--- src/include/dwscd_pkg.sv ---
// Constants shared by the dual wiper serial command decoder
package dwscd_pkg;

  // ==========================================================================
  // Frame layout
  localparam int FRAME_BITS = 24;
  localparam int OP_MSB = 23;
  localparam int OP_LSB = 20;
  localparam int ADDR_MSB = 19;
  localparam int ADDR_LSB = 16;
  localparam int DATA_MSB = 15;
  localparam int WIPER_W = 10;
  localparam int DATA_W = 16;
  localparam int NV_WORDS = 16;
  localparam int CHANNELS = 2;

  // ==========================================================================
  // Opcodes
  localparam logic [3:0] OP_NOP = 4'h0;
  localparam logic [3:0] OP_RESTORE = 4'h1;
  localparam logic [3:0] OP_SAVE_WIPER = 4'h2;
  localparam logic [3:0] OP_WRITE_STORE = 4'h3;
  localparam logic [3:0] OP_SHR_ONE = 4'h4;
  localparam logic [3:0] OP_SHR_ALL = 4'h5;
  localparam logic [3:0] OP_DEC_ONE = 4'h6;
  localparam logic [3:0] OP_DEC_ALL = 4'h7;
  localparam logic [3:0] OP_RELOAD_ALL = 4'h8;
  localparam logic [3:0] OP_READ_STORE = 4'h9;
  localparam logic [3:0] OP_READ_WIPER = 4'hA;
  localparam logic [3:0] OP_WRITE_WIPER = 4'hB;
  localparam logic [3:0] OP_SHL_ONE = 4'hC;
  localparam logic [3:0] OP_SHL_ALL = 4'hD;
  localparam logic [3:0] OP_INC_ONE = 4'hE;
  localparam logic [3:0] OP_INC_ALL = 4'hF;

  // ==========================================================================
  // Values
  localparam logic [9:0] WIPER_MID = 10'h200;
  localparam logic [9:0] WIPER_MAX = 10'h3FF;
  localparam logic [15:0] NV_WIPER_RESET = 16'h0200;
  localparam logic [15:0] NV_USER_RESET = 16'h0000;

  // ==========================================================================
  // Timing
  localparam int CLK_PERIOD_NS = 50;
  localparam int SAVE_TIME_MS = 25;
  localparam int SAVE_CYCLES = SAVE_TIME_MS * 1000000 / CLK_PERIOD_NS;

  // ==========================================================================
  // Software port map
  localparam logic [7:0] REG_STATUS = 8'h00;
  localparam logic [7:0] REG_CTRL = 8'h04;
  localparam logic [7:0] REG_WIPER0 = 8'h08;
  localparam logic [7:0] REG_WIPER1 = 8'h0C;
  localparam int ST_BUSY = 0;
  localparam int ST_READ_PROG = 1;
  localparam int ST_PROTECT = 2;
  localparam int ST_PRESET = 3;
  localparam int CTRL_FRAME_EN = 0;
  localparam logic CTRL_FRAME_EN_RESET = 1'b1;

endpackage : dwscd_pkg

--- src/core/dwscd_top.sv ---
// Serial command decoder driving two wiper registers and a nonvolatile store
//
// Our own choices: the strobed register port and the address map.
`timescale 1ns/100ps
module dwscd_top #(
  parameter int SAVE_CYCLES = dwscd_pkg::SAVE_CYCLES
) (
  input wire logic core_clk,
  input wire logic resetn,
  input wire logic sclk,
  input wire logic cs_n,
  input wire logic serial_in,
  input wire logic preset_n,
  input wire logic write_protect_n,
  output logic serial_out,
  output logic serial_out_oe,
  output logic ready,
  output logic ready_oe,
  output logic [9:0] wiper0,
  output logic [9:0] wiper1,
  input wire logic [7:0] reg_addr,
  input wire logic [31:0] reg_wdata,
  input wire logic reg_wr,
  input wire logic reg_rd,
  output logic [31:0] reg_rdata
);

  // ==========================================================================
  // Input synchronisers
  localparam int NSYNC = 5;
  logic [NSYNC-1:0] pin_raw;
  logic [NSYNC-1:0] meta_q;
  logic [NSYNC-1:0] sync_q;
  logic [NSYNC-1:0] prev_q;
  assign pin_raw = {write_protect_n, preset_n, serial_in, cs_n, sclk};

  // Reset levels are high for every pin so no false edge after reset
  always_ff @(posedge core_clk or negedge resetn) begin
    if (!resetn) begin
      meta_q <= {NSYNC{1'b1}};
      sync_q <= {NSYNC{1'b1}};
      prev_q <= {NSYNC{1'b1}};
    end else begin
      meta_q <= pin_raw;
      sync_q <= meta_q;
      prev_q <= sync_q;
    end
  end

  logic sclk_rise;
  logic cs_low;
  logic cs_rise;
  logic sin_s;
  logic preset_low;
  logic preset_rise;
  logic wp_active;
  assign sclk_rise = sync_q[0] && !prev_q[0];
  assign cs_low = !sync_q[1];
  assign cs_rise = sync_q[1] && !prev_q[1];
  assign sin_s = sync_q[2];
  assign preset_low = !sync_q[3];
  assign preset_rise = sync_q[3] && !prev_q[3];
  assign wp_active = !sync_q[4];

  // ==========================================================================
  // State
  logic [23:0] shift_q;
  logic [9:0] wiper_q [dwscd_pkg::CHANNELS];
  logic [15:0] nv_q [dwscd_pkg::NV_WORDS];
  logic busy_q;
  logic [31:0] save_cnt_q;
  logic read_prog_q;
  logic por_q;
  logic frame_en_q;

  logic exec;
  logic [3:0] op;
  logic [3:0] addr;
  logic [15:0] data;
  assign op = shift_q[dwscd_pkg::OP_MSB:dwscd_pkg::OP_LSB];
  assign addr = shift_q[dwscd_pkg::ADDR_MSB:dwscd_pkg::ADDR_LSB];
  assign data = shift_q[dwscd_pkg::DATA_MSB:0];
  // Frame acted on at chip select rise only, never while a save runs
  assign exec = cs_rise && !busy_q && frame_en_q && !por_q;

  // ==========================================================================
  // Saturating step helpers
  function automatic logic [9:0] shl_sat(input logic [9:0] v);
    if (v == 10'h000) begin
      shl_sat = 10'h001;
    end else if (v >= dwscd_pkg::WIPER_MID) begin
      shl_sat = dwscd_pkg::WIPER_MAX;
    end else begin
      shl_sat = {v[8:0], 1'b0};
    end
  endfunction : shl_sat

  function automatic logic [9:0] inc_sat(input logic [9:0] v);
    inc_sat = (v == dwscd_pkg::WIPER_MAX) ? v : v + 10'h001;
  endfunction : inc_sat

  function automatic logic [9:0] dec_sat(input logic [9:0] v);
    dec_sat = (v == 10'h000) ? v : v - 10'h001;
  endfunction : dec_sat

  // ==========================================================================
  // Power-on refresh: one cycle after reset release
  always_ff @(posedge core_clk or negedge resetn) begin
    if (!resetn) begin
      por_q <= 1'b1;
    end else begin
      por_q <= 1'b0;
    end
  end

  // ==========================================================================
  // Wiper registers
  for (genvar c = 0; c < dwscd_pkg::CHANNELS; c++) begin : g_wiper
    logic hit;
    logic sw_ok;
    assign hit = (addr[0] == 1'(c));
    assign sw_ok = !wp_active;
    always_ff @(posedge core_clk or negedge resetn) begin
      if (!resetn) begin
        wiper_q[c] <= dwscd_pkg::WIPER_MID;
      end else if (por_q) begin
        wiper_q[c] <= nv_q[c][9:0];
      end else if (preset_low) begin
        wiper_q[c] <= dwscd_pkg::WIPER_MID;
      end else if (preset_rise) begin
        wiper_q[c] <= nv_q[c][9:0];
      end else if (exec) begin
        case (op)
          dwscd_pkg::OP_RESTORE: if (hit) wiper_q[c] <= nv_q[c][9:0];
          dwscd_pkg::OP_RELOAD_ALL: wiper_q[c] <= nv_q[c][9:0];
          dwscd_pkg::OP_SHR_ONE: if (hit && sw_ok) wiper_q[c] <= {1'b0, wiper_q[c][9:1]};
          dwscd_pkg::OP_SHR_ALL: if (sw_ok) wiper_q[c] <= {1'b0, wiper_q[c][9:1]};
          dwscd_pkg::OP_DEC_ONE: if (hit && sw_ok) wiper_q[c] <= dec_sat(wiper_q[c]);
          dwscd_pkg::OP_DEC_ALL: if (sw_ok) wiper_q[c] <= dec_sat(wiper_q[c]);
          dwscd_pkg::OP_WRITE_WIPER: if (hit && sw_ok) wiper_q[c] <= data[9:0];
          dwscd_pkg::OP_SHL_ONE: if (hit && sw_ok) wiper_q[c] <= shl_sat(wiper_q[c]);
          dwscd_pkg::OP_SHL_ALL: if (sw_ok) wiper_q[c] <= shl_sat(wiper_q[c]);
          dwscd_pkg::OP_INC_ONE: if (hit && sw_ok) wiper_q[c] <= inc_sat(wiper_q[c]);
          dwscd_pkg::OP_INC_ALL: if (sw_ok) wiper_q[c] <= inc_sat(wiper_q[c]);
          default: wiper_q[c] <= wiper_q[c];
        endcase
      end
    end
  end

  // ==========================================================================
  // Nonvolatile store; the word changes at once, busy models the write time
  always_ff @(posedge core_clk or negedge resetn) begin
    if (!resetn) begin
      for (int i = 0; i < dwscd_pkg::NV_WORDS; i++) begin
        nv_q[i] <= (i < dwscd_pkg::CHANNELS) ? dwscd_pkg::NV_WIPER_RESET : dwscd_pkg::NV_USER_RESET;
      end
    end else if (exec && op == dwscd_pkg::OP_SAVE_WIPER) begin
      nv_q[addr[0]] <= {6'h00, wiper_q[addr[0]]};
    end else if (exec && op == dwscd_pkg::OP_WRITE_STORE) begin
      nv_q[addr] <= data;
    end
  end

  // ==========================================================================
  // Save timer and ready
  always_ff @(posedge core_clk or negedge resetn) begin
    if (!resetn) begin
      busy_q <= 1'b0;
      save_cnt_q <= 32'h0000_0000;
    end else if (exec && (op == dwscd_pkg::OP_SAVE_WIPER || op == dwscd_pkg::OP_WRITE_STORE)) begin
      busy_q <= 1'b1;
      save_cnt_q <= 32'(SAVE_CYCLES - 1);
    end else if (busy_q) begin
      if (save_cnt_q == 32'h0000_0000) begin
        busy_q <= 1'b0;
      end else begin
        save_cnt_q <= save_cnt_q - 32'h0000_0001;
      end
    end
  end

  // Reloads and reads complete in the execute cycle; preset holds ready low
  always_ff @(posedge core_clk or negedge resetn) begin
    if (!resetn) begin
      ready <= 1'b1;
      ready_oe <= 1'b0;
    end else begin
      ready <= !(busy_q || preset_low);
      ready_oe <= busy_q || preset_low;
    end
  end

  // ==========================================================================
  // Read-program power state
  always_ff @(posedge core_clk or negedge resetn) begin
    if (!resetn) begin
      read_prog_q <= 1'b0;
    end else if (exec && op == dwscd_pkg::OP_RESTORE) begin
      read_prog_q <= 1'b1;
    end else if (exec && op == dwscd_pkg::OP_NOP) begin
      read_prog_q <= 1'b0;
    end
  end

  // ==========================================================================
  // Serial register
  always_ff @(posedge core_clk or negedge resetn) begin
    if (!resetn) begin
      shift_q <= 24'h00_0000;
    end else if (exec && op == dwscd_pkg::OP_READ_STORE) begin
      shift_q[15:0] <= nv_q[addr];
    end else if (exec && op == dwscd_pkg::OP_READ_WIPER) begin
      shift_q[15:0] <= {6'h00, wiper_q[addr[0]]};
    end else if (sclk_rise && cs_low && !busy_q) begin
      shift_q <= {shift_q[22:0], sin_s};
    end
  end

  // Output follows the MSB a few core cycles after each rise; this fits
  // in the high half of a 400 ns serial period but not a much faster one
  always_ff @(posedge core_clk or negedge resetn) begin
    if (!resetn) begin
      serial_out <= 1'b1;
      serial_out_oe <= 1'b0;
    end else begin
      serial_out <= shift_q[23];
      serial_out_oe <= cs_low && !shift_q[23];
    end
  end

  // ==========================================================================
  // Software port
  always_ff @(posedge core_clk or negedge resetn) begin
    if (!resetn) begin
      frame_en_q <= dwscd_pkg::CTRL_FRAME_EN_RESET;
    end else if (reg_wr && reg_addr == dwscd_pkg::REG_CTRL) begin
      frame_en_q <= reg_wdata[dwscd_pkg::CTRL_FRAME_EN];
    end
  end

  always_ff @(posedge core_clk or negedge resetn) begin
    if (!resetn) begin
      reg_rdata <= 32'h0000_0000;
    end else if (reg_rd) begin
      case (reg_addr)
        dwscd_pkg::REG_STATUS: reg_rdata <= {28'h000_0000, preset_low, wp_active, read_prog_q, busy_q};
        dwscd_pkg::REG_CTRL: reg_rdata <= {31'h0000_0000, frame_en_q};
        dwscd_pkg::REG_WIPER0: reg_rdata <= {22'h00_0000, wiper_q[0]};
        dwscd_pkg::REG_WIPER1: reg_rdata <= {22'h00_0000, wiper_q[1]};
        default: reg_rdata <= 32'h0000_0000;
      endcase
    end else begin
      reg_rdata <= 32'h0000_0000;
    end
  end

  always_ff @(posedge core_clk or negedge resetn) begin
    if (!resetn) begin
      wiper0 <= dwscd_pkg::WIPER_MID;
      wiper1 <= dwscd_pkg::WIPER_MID;
    end else begin
      wiper0 <= wiper_q[0];
      wiper1 <= wiper_q[1];
    end
  end

  logic quiet;
  assign quiet = !preset_low && !preset_rise && !por_q;
endmodule : dwscd_top

--- config.mk ---
export PLATFORM = sky130hd
export DESIGN_NAME = dwscd_top
export DESIGN_NICKNAME = d
export VERILOG_FILES = /design/src/include/dwscd_pkg.sv /design/src/core/dwscd_top.sv
export SDC_FILE = /design/constraint.sdc
export NUM_CORES = 1
export LEC_CHECK = 0
export BUFFER_PORTS_ARGS = -buffer_cell sky130_fd_sc_hd__buf_2
export CORE_ASPECT_RATIO = 1.4
export CORE_MARGIN = 4
export CORE_UTILIZATION = 50
export CTS_CLUSTER_DIAMETER = 30
export DETAILED_ROUTE_END_ITERATION = 10
export PLACE_DENSITY = 0.69
export SETUP_SLACK_MARGIN = 0.1
export SYNTH_ARGS = -nofsm -noshare
export SYNTH_HDL_FRONTEND = slang
export SYNTH_SLANG_ARGS = --single-unit
--- constraint.sdc ---
create_clock -name core_clk -period 4.3 [get_ports core_clk]
set_input_delay 0.43 -clock core_clk [delete_from_list [all_inputs] [get_ports core_clk]]
set_output_delay 0.43 -clock core_clk [all_outputs]
set_load 0.05 [all_outputs]
* Word level (Yosys, flattened, before mapping)
Index checks and enable logic that the tools add are counted.
** Word-level totals
- Input bits :: 49
- Register bits :: 406
- Logic and storage cells :: 202
- Output and inout bits :: 56
** Cells by class
- Equal/unequal tests :: 39
- Mux-type cells :: 65
- Add/subtract/negate cells :: 5
- Reductions and logical operators :: 46
- Order comparisons :: 7
- Bitwise gates (word level) :: 5
** Operators with widths (number)
- $bwmux W256 :: 2
- $mux W256 :: 2
- $mux W10 :: 40
- $pmux W10 S11 :: 2
- $mux W16 :: 7
- $mux W32 :: 3
- $ne A5 B5 Y1 const B :: 16
- $bmux W16 S4 :: 1
- $demux W16 S4 :: 1
- $pmux W10 S4 :: 1
- $demux W16 S2 :: 1
- $eq A4 B4 Y1 const B :: 8
- $logic_not A32 Y1 :: 1
- $sub A32 B1 Y32 const B :: 1
- $reduce_and A12 Y1 :: 2
- $logic_and A1 B1 Y1 :: 21
- $add A10 B1 Y10 const B :: 2
- $eq A10 B10 Y1 const B :: 2
- $ge A10 B10 Y1 const B :: 2
- $logic_not A10 Y1 :: 2
- $sub A10 B1 Y10 const B :: 2
- $eq A4 B3 Y1 const B :: 4
- $eq A8 B4 Y1 const B :: 2
- $ne A14 B1 Y1 const B :: 1
- other kinds (22) :: 41

* Logic depth before layout (Yosys ltp)
- Word-level depth :: 9
- Mapped depth :: 11
- Gate-level depth less buffers :: 9

* Worst setup path before layout
No wires, ideal clock.
- Path type :: register to register
- From :: register shift_q[23]
- To :: register wiper_q[8] (netlist name)
- Data required time :: 4.190 ns
- Slack :: 1.746 ns
- Path buffers :: 2
- Clock period less this slack :: 2.554 ns
- Data arrival time :: 2.444 ns
- Library setup time :: 0.110 ns
- Cell stages (with the launch flop) :: 12
- Path through :: dfrtp_1 buf_2 and3_1 buf_2 xnor2_1 ha_1 or4_1 o21ai_0 nor3b_1 o32ai_1 o2111a_1 o41ai_1
** On the way
- Longest elaborated chain between the ends :: 6
- Elaborated cells between the ends (all ways) :: 28
- Those cells by class :: 22 x eq/ne; 5 x mux; 1 x reduce/logical
** RTL lines
- start: declaration :: RTL line dwscd_top.sv:67 : logic [23:0] shift_q;
- start signal: assignment :: RTL line dwscd_top.sv:216 : shift_q <= {shift_q[22:0], sin_s};
- $eq A4 B4 Y1 (tied with other cells) :: RTL line dwscd_top.sv:133 : case (op)
- $pmux W10 S11 :: RTL line dwscd_top.sv:133
- $mux W10 :: RTL line dwscd_top.sv:132 : end else if (exec) begin
- $mux W10 :: RTL line dwscd_top.sv:130 : end else if (preset_rise) begin
- $mux W10 :: RTL line dwscd_top.sv:128 : end else if (preset_low) begin
- $mux W10 :: RTL line dwscd_top.sv:126 : end else if (por_q) begin
- end signal: indexed assignment :: RTL line dwscd_top.sv:127 : wiper_q[c] <= nv_q[c][9:0];
- end signal: indexed assignment :: RTL line dwscd_top.sv:129 : wiper_q[c] <= dwscd_pkg::WIPER_MID;
- end signal: indexed assignment :: RTL line dwscd_top.sv:131 : wiper_q[c] <= nv_q[c][9:0];
- end: declaration :: RTL line dwscd_top.sv:68 : logic [9:0] wiper_q [dwscd_pkg::CHANNELS];
Parallel ways exist; a longest one is shown, timed or not. The select of a mux whose other input is x is not followed.
A chain may end at the register's enable or synchronous reset.

* Worst setup path after layout
- From :: register shift_q[21]
- To :: register nv_q[237] (netlist name)
** On the way
- Longest elaborated chain between the ends :: 3
- Elaborated cells between the ends (all ways) :: 6
- Those cells by class :: 2 x eq/ne; 1 x mux; 3 x reduce/logical
** RTL lines
- $eq A4 B2 Y1 (on tied branches) :: RTL line dwscd_top.sv:158, dwscd_top.sv:160
- $logic_and A1 B1 Y1 (on tied branches) :: RTL line dwscd_top.sv:158, dwscd_top.sv:160
- $mux W256 / $reduce_bool A2 Y1 (equally long branches)
- end signal: indexed assignment :: RTL line dwscd_top.sv:156 : nv_q[i] <= (i < dwscd_pkg::CHANNELS) ? dwscd_pkg::NV_WIPER_RESET : dwscd_pkg::NV_USER_RESET;
- end signal: indexed assignment :: RTL line dwscd_top.sv:159 : nv_q[addr[0]] <= {6'h00, wiper_q[addr[0]]};
- end signal: indexed assignment :: RTL line dwscd_top.sv:161 : nv_q[addr] <= data;
- end: declaration :: RTL line dwscd_top.sv:69 : logic [15:0] nv_q [dwscd_pkg::NV_WORDS];
Parallel ways exist; a longest one is shown, timed or not.

==> flow_summary.ini <==
[run_status]
run_status = completed

[global_routing]
grt_pass1_vias = 13456
busiest_layer = met2
antenna_found_initial = 0
use_met3_pct = 3.27
grt_max_degree = 105
grt-ovfl-total = 0
met1_usage_pct = 27.5
grtUsageMet2_pct = 40.3
grt_usage_pct = 22.6
grt_pass1_wl_um = 74900

[clock_tree]
cts_resized = 0
clockBufferDepth = 3
h-tree-depth = 2
postCtsSetupBuffers = 0
postCtsHoldBufs = 6
cts-root-buf = clkbuf_16
cts_tree = yes
path_clk_slew_ps = 50
clk-insertion-delay-late_ps = 570
cts_buffers = 53
clock_sinks = 383

[synth]
yosys_most_used_dff = dfrtp_1
yosysMostFrequentCell = dfrtp_1
yosysTopAreaCell = dfrtp_1
netlist_area_um2 = 19200
ys_seq_area_share_pct = 50.1
synth_common_cells = dfrtp_1, mux2_2, nand2_1, clkbuf_1, nor2_1
ys_types = 86
synth-seq-cells = 383
synth_top_area_share_pct = 47.0
synth_area_leaders = dfrtp_1, mux2_2, mux4_2
avgSynthCellArea_um2 = 12.4
synth_edf_count = 0
syn_inst = 1552
ys_warn_count = 0
synth-async-reset-ratio_pct = 100

[place]
dp_hpwl_um = 30200
place_ws_ps = 1160
numPortBuffers = 51
gp_congestion = 0.917

[critical_path]
required_ps = 4800
crit_path_start_kind = flop
max_stage_delay_ps = 690
crit_path_end_kind = flop
crit_fanout = 27
critPathKind = reg -> reg
cp_slowest_cell = nor2b_1
worstPathCellList = buf_4 -> nor2b_1 -> nor4b_4 -> buf_4 -> nand2_1 -> a21o_1 -> nor2b_1 -> a22o_1
arrival_ps = 3680

[timing]
rsz0062_at_grt = no
period_share_pct = 74.1
maxSlewHeadroom_pct = 31.3
setup_viol = 0
fin_crit_ps = 3180
hold_viol_final = 0
fin_ws_ps = 1120
fin_skew_ps = 11.8
tightest_slew_ps = 1020
fin_tns_setup_ps = 0
whs_ps = 103
drv_slew = 0
max_clock_freq_mhz = 314

[finish]
final_util_pct = 57.3
multiInputGateArea_um2 = 8830
area_delta_synth_final_pct = 12.7
nets = 1628
final-seq-area_um2 = 9620
nFillCells = 2966
antenna_cells = 0
layout-drive-gt1-share_pct = 35.1

[drt]
route.vias.total = 12917
wl_um = 46700
firstDrtPassIters = 5
postRouteAntennaNets = 0
via_per_inst = 6.18
post_drt_wl_per_cell_um = 22.3
drc = 0
drt_iter0_markers = 816

[die]
dieArea_um2 = 41600
die_x_um = 174
rows = 84
core-area_um2 = 37700
ios = 105
initial_core_util_pct = 50.8
die_h_um = 240

[pwr]
p_leak_nw = 9.86
ir_drop_uv = 328
power.density_nw_per_um2 = 395
p_total_mw = 8.53

[job]
cap_violations = 0

[hold_path]
hold_path_class = in -> reg
placed cells by master, fill, tap and decap left out, types with 15 or more instances in the layout:
| master | instances |
|---|---|
| nor3_1 | 29 |
| mux2_2 | 243 |
| a22oi_1 | 22 |
| conb_1 | 23 |
| nor2_1 | 88 |
| dfstp_2 | 23 |
| dfrtp_1 | 358 |
| mux2i_1 | 26 |
| buf_4 | 47 |
| a21oi_1 | 37 |
| xnor2_1 | 17 |
| clkbuf_16 | 53 |
| nand2b_1 | 17 |
| nor4_1 | 16 |
| o31ai_1 | 15 |
| nand2_1 | 100 |
| buf_2 | 50 |
| o21ai_0 | 66 |
| mux4_2 | 81 |
| nand3_1 | 15 |
| a22o_1 | 21 |
through the flow:
step,area [um2],std cells
after floorplan,19300,1574
after detailed placement,19800,1986
final,21600,2090
after CTS,21600,2090
after global placement,19800,1986
after global routing,21600,2090
state kept, by name (all words and copies together) (netlist names):
register / cells
ready: 1
meta_q: 5
prev_q: 3
serial_out_oe: 1
wiper1: 10
por_q: 1
sync_q: 5
ready_oe: 1
nv_q: 256
read_prog_q: 1
busy_q: 1
frame_en_q: 1
wiper_q: 20
save_cnt_q: 32
wiper0: 10
serial_out: 1
shift_q: 24
reg_rdata: 10
cell type report:
cell class | instances | area share (%)
Sequential cell | 383 | 44.5
Multi-Input combinational cell | 1014 | 40.8
Clock buffer | 71 | 6.86
Timing Repair Buffer | 107 | 3.41
Tap cell | 473 | 2.74
Clock inverter | 27 | 1.39
Inverter | 15 | 0.260
power by group:
| group | total, mW | switching, mW | internal [mW] |
|---|---|---|---|
| logic | 0.307 | 0.201 | 0.106 |
| clock network | 4.34 | 1.61 | 2.72 |
| registers | 3.89 | 0.226 | 3.66 |
| total | 8.53 | 2.04 | 6.49 |
per-layer routing:
| metal | up-vias | routed length [um] |
|---|---|---|
| met2 | 454 | 24300 |
| met5 | - | 0 |
| met1 | 6604 | 18100 |
| met4 | 0 | 1700 |
| li1 | 5746 | - |
| met3 | 113 | 2580 |
cell families (layout without fill, tap and decap cells):
logic type | count (synthesis) | in the layout | share of synthesized area [%]
flip-flops | 383 | 383 | 50.1
multiplexers | 352 | 352 | 25.3
XOR/XNOR | 26 | 26 | 1.19
buffers and inverters | 177 | 220 | 4.31
adder cells (fa/ha/maj) | 5 | 5 | 0.326
AO/OA/AOI/OAI | 255 | 255 | 9.14
AND/OR/NAND/NOR | 353 | 353 | 9.64
other | 1 | 23 | 0.0196
final timing paths:
check                      cells after the start                         end  slack, ps               startpoint
setup / recovery                               8       nv_q[237]$_DFFE_PN0P_       1120  shift_q[21]$_DFFE_PN0P_
setup reg to reg                               8       nv_q[237]$_DFFE_PN0P_       1120  shift_q[21]$_DFFE_PN0P_
max in group asynchronous                      3         meta_q[4]$_DFF_PN1_       2740                   resetn
hold / removal                                 2      frame_en_q$_DFFE_PN1P_        100             reg_wdata[0]
min in group asynchronous                      2  save_cnt_q[19]$_DFFE_PN0P_        500                   resetn
hold reg to reg                                0         sync_q[2]$_DFF_PN1_        360      meta_q[2]$_DFF_PN1_
worst max-delay path: cells and delay by family, from the launching register on:
kind	cells	cell delay, ps
AOI/OAI and AO/OA	2	750
buffers and inverters	2	550
DFF	1	310
and+or+nand+nor	4	1500
No activity file was read; power rests on OpenSTA's default activity.
